**config.mk**
```make
export PLATFORM = sky130hd
export DESIGN_NAME = cbf_bus_cycle
export DESIGN_NICKNAME = d
export VERILOG_FILES = /design/src/verilog/cbf_pkg.sv /design/src/verilog/cbf_bus_cycle.sv
export SDC_FILE = /design/constraint.sdc
export NUM_CORES = 1
export LEC_CHECK = 0
export BUFFER_PORTS_ARGS = -buffer_cell sky130_fd_sc_hd__buf_2
export CORE_MARGIN = 2
export CORE_UTILIZATION = 35
export CTS_CLUSTER_DIAMETER = 40
export DETAILED_ROUTE_END_ITERATION = 12
export PLACE_DENSITY_LB_ADDON = 0.25
export SYNTH_ARGS = -nofsm -noshare
export SYNTH_HDL_FRONTEND = slang
export SYNTH_SLANG_ARGS = --single-unit
export TNS_END_PERCENT = 100
```
**constraint.sdc**
```tcl
create_clock -name CLOCK_I -period 10.8 [get_ports CLOCK_I]
set_clock_uncertainty 0.15 [all_clocks]
set_input_delay 0.54 -clock CLOCK_I [delete_from_list [all_inputs] [get_ports CLOCK_I]]
set_output_delay 0.54 -clock CLOCK_I [all_outputs]
set_load 0.02 [all_outputs]
```
**src/verilog/cbf_pkg.sv**
```systemverilog
// package: shared constants, request carrier and state type of the bus-cycle sequencer
package cbf_pkg;

	// ----------------------------------------------------------------
	// bus widths and buffering
	// ----------------------------------------------------------------
	localparam int ADDR_W = 23; // word address, upper-order bits only
	localparam int DATA_W = 16; // data bus width
	localparam int FIFO_DEPTH = 8; // queued internal bus requests

	// ----------------------------------------------------------------
	// reset values of the registered pins
	// ----------------------------------------------------------------
	localparam logic ADS_N_RST = 1'b1; // strobe negated
	localparam logic OE_RST = 1'b0; // data bus floated
	localparam logic PHASE_RST = 1'b0; // phase one after reset
	localparam logic GRANT_RST = 1'b0; // no hold grant
	localparam logic [1:0] BE_N_RST = 2'h3; // both byte enables negated; unused, iss resets both byte enable pins to 0

	// ----------------------------------------------------------------
	// one internal bus request: address, cycle definition, write data
	// ----------------------------------------------------------------
	typedef struct packed {
		logic [ADDR_W-1:0] addr; // word address
		logic [1:0] be_n; // upper / lower byte enable, low active
		logic wr; // 1 write, 0 read
		logic dc; // 1 data, 0 control
		logic mio; // 1 memory, 0 i/o
		logic [DATA_W-1:0] wdata; // write data
	} cbf_req_t;

	localparam int REQ_W = $bits(cbf_req_t);

	// ----------------------------------------------------------------
	// bus states
	// ----------------------------------------------------------------
	typedef enum logic [2:0] {
		S_IDLE, // idle_state
		S_T1, // first_state
		S_T2, // second_state
		S_T1P, // pipelined_first_state
		S_T2P, // pipelined_pending_state
		S_T2I, // pipelined_idle_wait_state
		S_HOLD // hold_ack_state
	} cbf_state_t;

endpackage : cbf_pkg

```
**src/verilog/cbf_bus_cycle.sv**
```systemverilog
// bus-cycle sequencer of a demultiplexed cpu bus, with its request fifo
// Function
// - t1 phase one: address, definition, strobe valid
// - ready ignored at end of t1
// - shortest cycle is t1 then t2
// - data bus floated during read cycles
// - read acknowledged in t2 captures data bus
// - write data driven from phase two of t1/t1p
// - write data held through next phase one
// - t2 repeats while not ready, no next-address
// - one t1, always followed by t2
// - after ack: t1 if pending, else idle
// - hold request enters hold state instead
// - address stable through nonpipelined wait states
// - nonpipelined after reset/idle; then per next-address
// - next-address sampled phase two, acted in waits
// - pipelined address and strobe issued before end
// - t1p entered when supplying cycle completes
// - t1p samples next-address; pending goes t2p if asserted, else t2
// - no pending request: t1p goes t2i
// - pipelined cycle ends in t2, t2p or t2i
// - pipelined read ack captures data bus
// - pipelining continues while next-address asserted
// - bus state is one or two clocks
// - t2p repeats while not ready; t2i, while not ready, repeats until a request is pending, then goes t2p
`timescale 1ns/100ps
`default_nettype none

// ----------------------------------------------------------------
// request fifo
// ----------------------------------------------------------------
module cbf_fifo #(
	parameter int WIDTH = 8,
	parameter int DEPTH = 8
) (
	input wire logic clk_i,
	input wire logic rst_i,
	input wire logic in_valid_i,
	output logic in_ready_o,
	input wire logic [WIDTH-1:0] in_data_i,
	output logic out_valid_o,
	input wire logic out_ready_i,
	output logic [WIDTH-1:0] out_data_o
);
	localparam int PW = $clog2(DEPTH);
	localparam int CW = $clog2(DEPTH + 1);
	localparam logic [CW-1:0] FULL = CW'(DEPTH);
	localparam logic [PW-1:0] LAST = PW'(DEPTH - 1);

	logic [WIDTH-1:0] mem [DEPTH]; // storage, written only on push
	logic [PW-1:0] wr_ptr; // next slot to fill
	logic [PW-1:0] rd_ptr; // head slot
	logic [CW-1:0] cnt; // words held
	logic in_ready; // registered so the source sees a clean flop
	logic [PW-1:0] next_wr_ptr;
	logic [PW-1:0] next_rd_ptr;
	logic [CW-1:0] next_cnt;
	logic next_in_ready;
	logic push;
	logic pop;

	assign in_ready_o = in_ready;
	assign out_valid_o = (cnt != '0);
	assign out_data_o = mem[rd_ptr];

	// pointer and count update; a full fifo refuses the source
	always_comb
	begin
		push = in_valid_i && in_ready;
		pop = out_ready_i && (cnt != '0);
		next_wr_ptr = wr_ptr;
		next_rd_ptr = rd_ptr;
		if (push)
		begin
			next_wr_ptr = (wr_ptr == LAST) ? '0 : wr_ptr + 1'b1;
		end
		if (pop)
		begin
			next_rd_ptr = (rd_ptr == LAST) ? '0 : rd_ptr + 1'b1;
		end
		next_cnt = cnt + CW'(push) - CW'(pop);
		next_in_ready = (next_cnt != FULL);
	end

	// state registers
	always_ff @(posedge clk_i or posedge rst_i)
	begin
		if (rst_i)
		begin
			wr_ptr <= '0;
			rd_ptr <= '0;
			cnt <= '0;
			in_ready <= 1'b1;
		end
		else
		begin
			wr_ptr <= next_wr_ptr;
			rd_ptr <= next_rd_ptr;
			cnt <= next_cnt;
			in_ready <= next_in_ready;
		end
	end

	// storage has no reset; only filled slots are ever read
	always_ff @(posedge clk_i)
	begin
		if (push)
		begin
			mem[wr_ptr] <= in_data_i;
		end
	end
endmodule : cbf_fifo

// ----------------------------------------------------------------
// bus-cycle sequencer
// ----------------------------------------------------------------
module cbf_bus_cycle (
	input wire logic CLOCK_I,
	input wire logic RST_I,
	input wire logic DOUBLED_MODE_I,
	input wire cbf_pkg::cbf_req_t REQ_I,
	input wire logic REQ_VALID_I,
	output logic REQ_READY_O,
	input wire logic READY_N_I,
	input wire logic NEXT_ADDRESS_REQUEST_N_I,
	input wire logic HOLD_I,
	input wire logic [15:0] DATA_BUS_I,
	output logic [15:0] DATA_BUS_O,
	output logic DATA_BUS_OE_O,
	output logic [22:0] WORD_ADDRESS_O,
	output logic UPPER_BYTE_ENABLE_N_O,
	output logic LOWER_BYTE_ENABLE_N_O,
	output logic WRITE_CYCLE_O,
	output logic DATA_CYCLE_O,
	output logic MEMORY_CYCLE_O,
	output logic ADDRESS_STROBE_N_O,
	output logic HOLD_GRANT_O,
	output logic [15:0] READ_DATA_O,
	output logic READ_DATA_VALID_O
);
	cbf_pkg::cbf_state_t st; // current bus state
	cbf_pkg::cbf_state_t next_st;
	cbf_pkg::cbf_req_t iss; // request whose address is on the pins
	cbf_pkg::cbf_req_t next_iss;
	cbf_pkg::cbf_req_t cur; // request whose data phase is running
	cbf_pkg::cbf_req_t next_cur;
	cbf_pkg::cbf_req_t f_data; // fifo head
	logic f_valid; // an internal request is pending
	logic pop; // take the head onto the address pins
	logic ph; // 0 phase one, 1 phase two
	logic next_ph;
	logic na_smp; // next-address request sampled at phase two
	logic next_na_smp;
	logic ads_n;
	logic next_ads_n;
	logic grant;
	logic next_grant;
	logic oe;
	logic next_oe;
	logic [15:0] dout;
	logic [15:0] next_dout;
	logic [15:0] rdata;
	logic [15:0] next_rdata;
	logic rvalid;
	logic next_rvalid;
	logic e1; // this edge ends phase one
	logic e2; // this edge ends the bus state
	logic rdy; // ready acknowledge at this edge
	logic na; // next-address request seen in this state
	logic done; // a data phase completes at this edge

	// ----------------------------------------------------------------
	// request buffer
	// ----------------------------------------------------------------
	cbf_fifo #(
		.WIDTH(cbf_pkg::REQ_W),
		.DEPTH(cbf_pkg::FIFO_DEPTH)
	) u_fifo (
		.clk_i(CLOCK_I),
		.rst_i(RST_I),
		.in_valid_i(REQ_VALID_I),
		.in_ready_o(REQ_READY_O),
		.in_data_i(REQ_I),
		.out_valid_o(f_valid),
		.out_ready_i(pop),
		.out_data_o(f_data)
	);

	// ----------------------------------------------------------------
	// phase tracking and next-address sampling
	// ----------------------------------------------------------------
	// doubled mode: one clock per state, both phase edges coincide
	always_comb
	begin
		e1 = DOUBLED_MODE_I || !ph;
		e2 = DOUBLED_MODE_I || ph;
		next_ph = !ph;
		next_na_smp = e1 ? !NEXT_ADDRESS_REQUEST_N_I : na_smp;
		na = DOUBLED_MODE_I ? !NEXT_ADDRESS_REQUEST_N_I : na_smp;
	end

	// phase one is aligned to the release of reset
	always_ff @(posedge CLOCK_I or posedge RST_I)
	begin
		if (RST_I)
		begin
			ph <= cbf_pkg::PHASE_RST;
			na_smp <= 1'b0;
		end
		else
		begin
			ph <= next_ph;
			na_smp <= next_na_smp;
		end
	end

	// ----------------------------------------------------------------
	// bus state machine and pin registers
	// ----------------------------------------------------------------
	always_comb
	begin
		rdy = !READY_N_I;
		next_st = st;
		if (e2)
		begin
			unique case (st)
				cbf_pkg::S_IDLE:
				begin
					// hold wins over a pending request
					if (HOLD_I)
						next_st = cbf_pkg::S_HOLD;
					else if (f_valid)
						next_st = cbf_pkg::S_T1;
				end
				cbf_pkg::S_HOLD:
				begin
					// leaving hold always starts nonpipelined
					if (!HOLD_I)
						next_st = f_valid ? cbf_pkg::S_T1 : cbf_pkg::S_IDLE;
				end
				cbf_pkg::S_T1:
				begin
					// ready is not looked at here
					next_st = cbf_pkg::S_T2;
				end
				cbf_pkg::S_T2, cbf_pkg::S_T2I:
				begin
					if (rdy)
					begin
						if (HOLD_I)
							next_st = cbf_pkg::S_HOLD;
						else
							next_st = f_valid ? cbf_pkg::S_T1 : cbf_pkg::S_IDLE;
					end
					else if (st == cbf_pkg::S_T2I)
						next_st = f_valid ? cbf_pkg::S_T2P : cbf_pkg::S_T2I;
					else if (na)
						next_st = f_valid ? cbf_pkg::S_T2P : cbf_pkg::S_T2I;
					else
						next_st = cbf_pkg::S_T2;
				end
				cbf_pkg::S_T2P:
				begin
					// the next address is out, so hold waits for an ack in t2 or t2i
					next_st = rdy ? cbf_pkg::S_T1P : cbf_pkg::S_T2P;
				end
				cbf_pkg::S_T1P:
				begin
					// ready is ignored at the end of t1p
					if (!f_valid)
						next_st = cbf_pkg::S_T2I;
					else if (na)
						next_st = cbf_pkg::S_T2P;
					else
						next_st = cbf_pkg::S_T2;
				end
			endcase
		end

		// a new address goes out on entry to t1 or to t2p
		pop = e2 && ((next_st == cbf_pkg::S_T1)
			|| (next_st == cbf_pkg::S_T2P && st != cbf_pkg::S_T2P));
		next_iss = pop ? f_data : iss;
		next_cur = cur;
		if (e2 && next_st == cbf_pkg::S_T1)
			next_cur = f_data;
		else if (e2 && next_st == cbf_pkg::S_T1P)
			next_cur = iss;
		next_ads_n = !(next_st == cbf_pkg::S_T1 || next_st == cbf_pkg::S_T2P);
		next_grant = (next_st == cbf_pkg::S_HOLD);

		// data phase ends only in t2, t2i or t2p
		done = e2 && rdy && (st == cbf_pkg::S_T2 || st == cbf_pkg::S_T2I
			|| st == cbf_pkg::S_T2P);
		next_rvalid = done && !cur.wr;
		next_rdata = (done && !cur.wr) ? DATA_BUS_I : rdata;

		// drive decision is taken at the end of phase one from the old state,
		// so a just-acknowledged write stays on the bus through phase one
		next_oe = oe;
		next_dout = dout;
		if (e1)
		begin
			next_oe = cur.wr && (st == cbf_pkg::S_T1 || st == cbf_pkg::S_T2
				|| st == cbf_pkg::S_T1P || st == cbf_pkg::S_T2P
				|| st == cbf_pkg::S_T2I);
			next_dout = cur.wdata;
		end
	end

	// registers only
	always_ff @(posedge CLOCK_I or posedge RST_I)
	begin
		if (RST_I)
		begin
			st <= cbf_pkg::S_IDLE;
			iss <= '0;
			cur <= '0;
			ads_n <= cbf_pkg::ADS_N_RST;
			grant <= cbf_pkg::GRANT_RST;
			oe <= cbf_pkg::OE_RST;
			dout <= '0;
			rdata <= '0;
			rvalid <= 1'b0;
		end
		else
		begin
			st <= next_st;
			iss <= next_iss;
			cur <= next_cur;
			ads_n <= next_ads_n;
			grant <= next_grant;
			oe <= next_oe;
			dout <= next_dout;
			rdata <= next_rdata;
			rvalid <= next_rvalid;
		end
	end

	// ----------------------------------------------------------------
	// pins
	// ----------------------------------------------------------------
	assign WORD_ADDRESS_O = iss.addr;
	assign UPPER_BYTE_ENABLE_N_O = iss.be_n[1];
	assign LOWER_BYTE_ENABLE_N_O = iss.be_n[0];
	assign WRITE_CYCLE_O = iss.wr;
	assign DATA_CYCLE_O = iss.dc;
	assign MEMORY_CYCLE_O = iss.mio;
	assign ADDRESS_STROBE_N_O = ads_n;
	assign HOLD_GRANT_O = grant;
	assign DATA_BUS_O = dout;
	assign DATA_BUS_OE_O = oe;
	assign READ_DATA_O = rdata;
	assign READ_DATA_VALID_O = rvalid;
endmodule : cbf_bus_cycle

`default_nettype wire

```
==> results by group <==
Yosys
  • Mapped Area: 18300 sq um
  • Syn avg cell area: 19.0 sq um
  • Synth warn: 0
  • Most frequent cells after synthesis: edfxtp_1 (352), dfrtp_1 (111), mux4_2 (88), mux2_2 (73), nand2_1 (62)
  • Ys async rst share: 0.243
  • Cell with the most instances after synthesis: edfxtp_1
  • Number of flops mapped to enable cells by yosys: around 350
  • Cells after synthesis: just under 1000
  • Syn_nets: 1040
  • Yosys cell types: 48
  • Seq/Total Area, Yosys: 0.731
  • Synthesized flop and latch total: 465
  • Ys flop type: edfxtp_1
  • Largest area contributor in the netlist: edfxtp_1
  • Area share of the leading cell type in the synthesized netlist: 0.577
  • Synth area leaders: edfxtp_1 (58%), dfrtp_1 (15%), mux4_2 (11%)

Finish
  • Share of cells above drive strength 1: 0.368
  • Final nets: 1188
  • Layout area overhead: 18.7%
  • Filler cells: 4627
  • Fin util: 0.422

Global route
  • Vias in the first global route: 9393
  • First-pass GRT wire length: 58300 um
  • Total grt overflow: 0
  • Largest net degree at the start of global routing: 75
  • Tot GR Track Use: 0.142
  • Initial antenna violation count: 4

STA
  • Final Cycle Share: 0.445
  • Slew @ Worst Pin: ~1.2 ns
  • Fmax achieved: slightly above 0.2 GHz
  • Final Setup Violations: 0
  • Final Hold Viols: 0
  • RSZ-0062 raised after global routing: false
  • Final setup TNS: 0 ns
  • Final worst path period need: 4.81 ns
  • Rel. slew slack: 0.192
  • Max Slew Vio Count: 0
  • Worst hold slack: 0.0226 ns

CTS
  • CTS root buffer: clkbuf_16
  • Clock sink total: 465
  • Deepest clock path buffer count: 3
  • Reg clk slew, reported paths: roughly 0.06 ns
  • Latest clock arrival within the worst-skew pair: 0.58 ns
  • Htree depth: 2
  • Post-CTS setup buffers: 0
  • TritonCTS buffer count: 57
  • CTS tree: built

Power and ir drop
  • Int Pwr: 4540 uW
  • PwrDens: 306 nW/um^2
  • Flop pwr share: 0.398
  • P_sw: 2120 uW
  • Clock network power share: 0.289
  • Combinational Power Share: 0.313
  • Switching Share: 0.318
  • Peak supply drop: roughly 180 uV
  • Leakage: 0.00787 uW

Job
  • MaxCap Viol Count: 0

Setup path
  • CP arrival: 5.16 ns
  • WS Path Type: reg2reg
  • Crit path required time: between 10 and 15 ns
  • Critical-path maximum fanout: 48
  • Endpoint class of the critical path: register
  • Startpoint Class: register
  • FF-to-FF Start: u_fifo.cnt[2]$_DFF_PP0_
  • Crit path from: u_fifo.cnt[2]$_DFF_PP0_

Floorplanning
  • Die area: 54200 sq um
  • Rows: 83
  • I/O pin cnt: 132
  • Core Area: 51500 sq um
  • Die width: between 200 and 250 um
  • Die Y: roughly 230 um
  • Starting Density: 0.356

Place
  • Dpl hpwl: 19700 um
  • RD Place Congestion: roughly 0.78
  • I/O Buffers: approximately 130

Drt
  • Via/cell ratio: 4.88
  • Iteration-0 DRC Markers: 419
  • DR pass1 iterations: 4
  • Post-DRT Antenna Nets: 0
  • Routed vias: 8993
  • WL per Instance: 20.6 um
  • Remaining DRCs: 0
  • Post-Route WL: about 38000 um

Hold path
  • Hold path startpoint: DATA_BUS_I[5]
  • Hold Crit Class: in2reg

Run status
  • Status: complete, no violations
==> repair_timing <==
item,CTS,global route
hold buffers,15,0
resized for setup,0,0
endpoints found under the hold margin,85,0
==> flip-flops by register name (all words and copies together), names as in the netlist, 3 cells and up <==
| signal | cells |
|---|---|
| DATA_BUS_O | 16 |
| READ_DATA_O | 16 |
| WORD_ADDRESS_O | 23 |
| cur | 17 |
| iss | 16 |
| st | 3 |
| u_fifo.cnt | 4 |
| u_fifo.mem | 352 |
| u_fifo.rd_ptr | 3 |
| u_fifo.wr_ptr | 3 |
==> cell usage in the layout, fill, tap and decap left out, types with 18 or more instances in the layout <==
master	count
mux2i_1	35
clkbuf_16	61
mux2_2	73
buf_2	131
a21oi_1	24
dfrtp_1	108
mux4_2	88
nand2_1	62
edfxtp_1	352
inv_1	27
nand3b_1	18
==> critical path, cell delays in order, from the launching register on <==
cell      delay (ns)
dfrtp_1         0.36
inv_1           0.07
ha_1            0.15
or3b_1          0.42
a311oi_1        0.38
a221oi_2        0.15
a211oi_4        1.03
mux2i_4         0.10
buf_4           0.44
ha_1            0.42
inv_1           0.04
ha_1            0.21
fa_1            0.41
xor2_1          0.18
nor3_1          0.14
nand2_1         0.07
==> area by class of cell <==
class,count,area (sq um),share of cell area
clock buffer,71,1560,0.0719
clock inverter,36,385,0.0177
timing repair buffer,159,903,0.0415
multi-input combinational,399,4530,0.208
tap,680,851,0.0391
antenna,2,5.00,0.000230
inverter,29,114,0.00523
sequential,465,13400,0.616
==> metal layers <==
layer	wire length, um	GRT usage	vias up
li1	-	-	4066
met4	711	0.0370	8
met2	18200	0.233	190
met5	55	0	-
met3	1910	0.0300	65
met1	17100	0.193	4664
==> power groups by stage <==
stage	Sequential (uW)	Clock (uW)	Combinational, uW
6_report	2650	1930	2080
5_1_grt	2710	2050	2290
3_5_place_dp	2700	0	2130
2_1_floorplan	2600	0	1670
3_3_place_gp	2680	0	2100
4_1_cts	2660	1970	2130
==> final timing paths <==
kind	end	slack, ns	cells past startpoint
worst max-delay path	u_fifo.in_ready_o$_DFF_PP1_	5.99	15
worst min-delay path	READ_DATA_O[5]$_DFFE_PP0P_	0.02	3
worst max register to register	u_fifo.in_ready_o$_DFF_PP1_	5.99	15
worst min register to register	ph$_DFF_PP0_	0.29	1
max in group asynchronous	WORD_ADDRESS_O[21]$_DFFE_PP0N_	8.91	4
min in group asynchronous	READ_DATA_O[5]$_DFFE_PP0P_	0.50	3
==> cell families (layout without fill, tap and decap cells) <==
| kind of cell | Yosys count | after routing | synth area share |
|---|---|---|---|
| flip-flops | 465 | 465 | 0.731 |
| adder cells (fa/ha/maj) | 10 | 10 | 0.00724 |
| XOR/XNOR | 2 | 2 | 0.000956 |
| buffers and inverters | 99 | 295 | 0.0266 |
| AND/OR/NAND/NOR | 118 | 118 | 0.0320 |
| other | 0 | 2 | 0 |
| AO/OA/AOI/OAI | 70 | 70 | 0.0278 |
| multiplexers | 199 | 199 | 0.174 |
==> stage by stage <==
step	instances	power, uW	worst slack, ns	cell area [sq um]
2_1_floorplan	963	4270	5.12	18300
3_3_place_gp	1717	4790	6.01	19700
3_5_place_dp	1717	4820	5.95	19700
4_1_cts	1839	6770	5.91	21800
5_1_grt	1839	7040	5.57	21800
6_report	1841	6660	5.99	21800
Power figures use the tool's default switching activity.
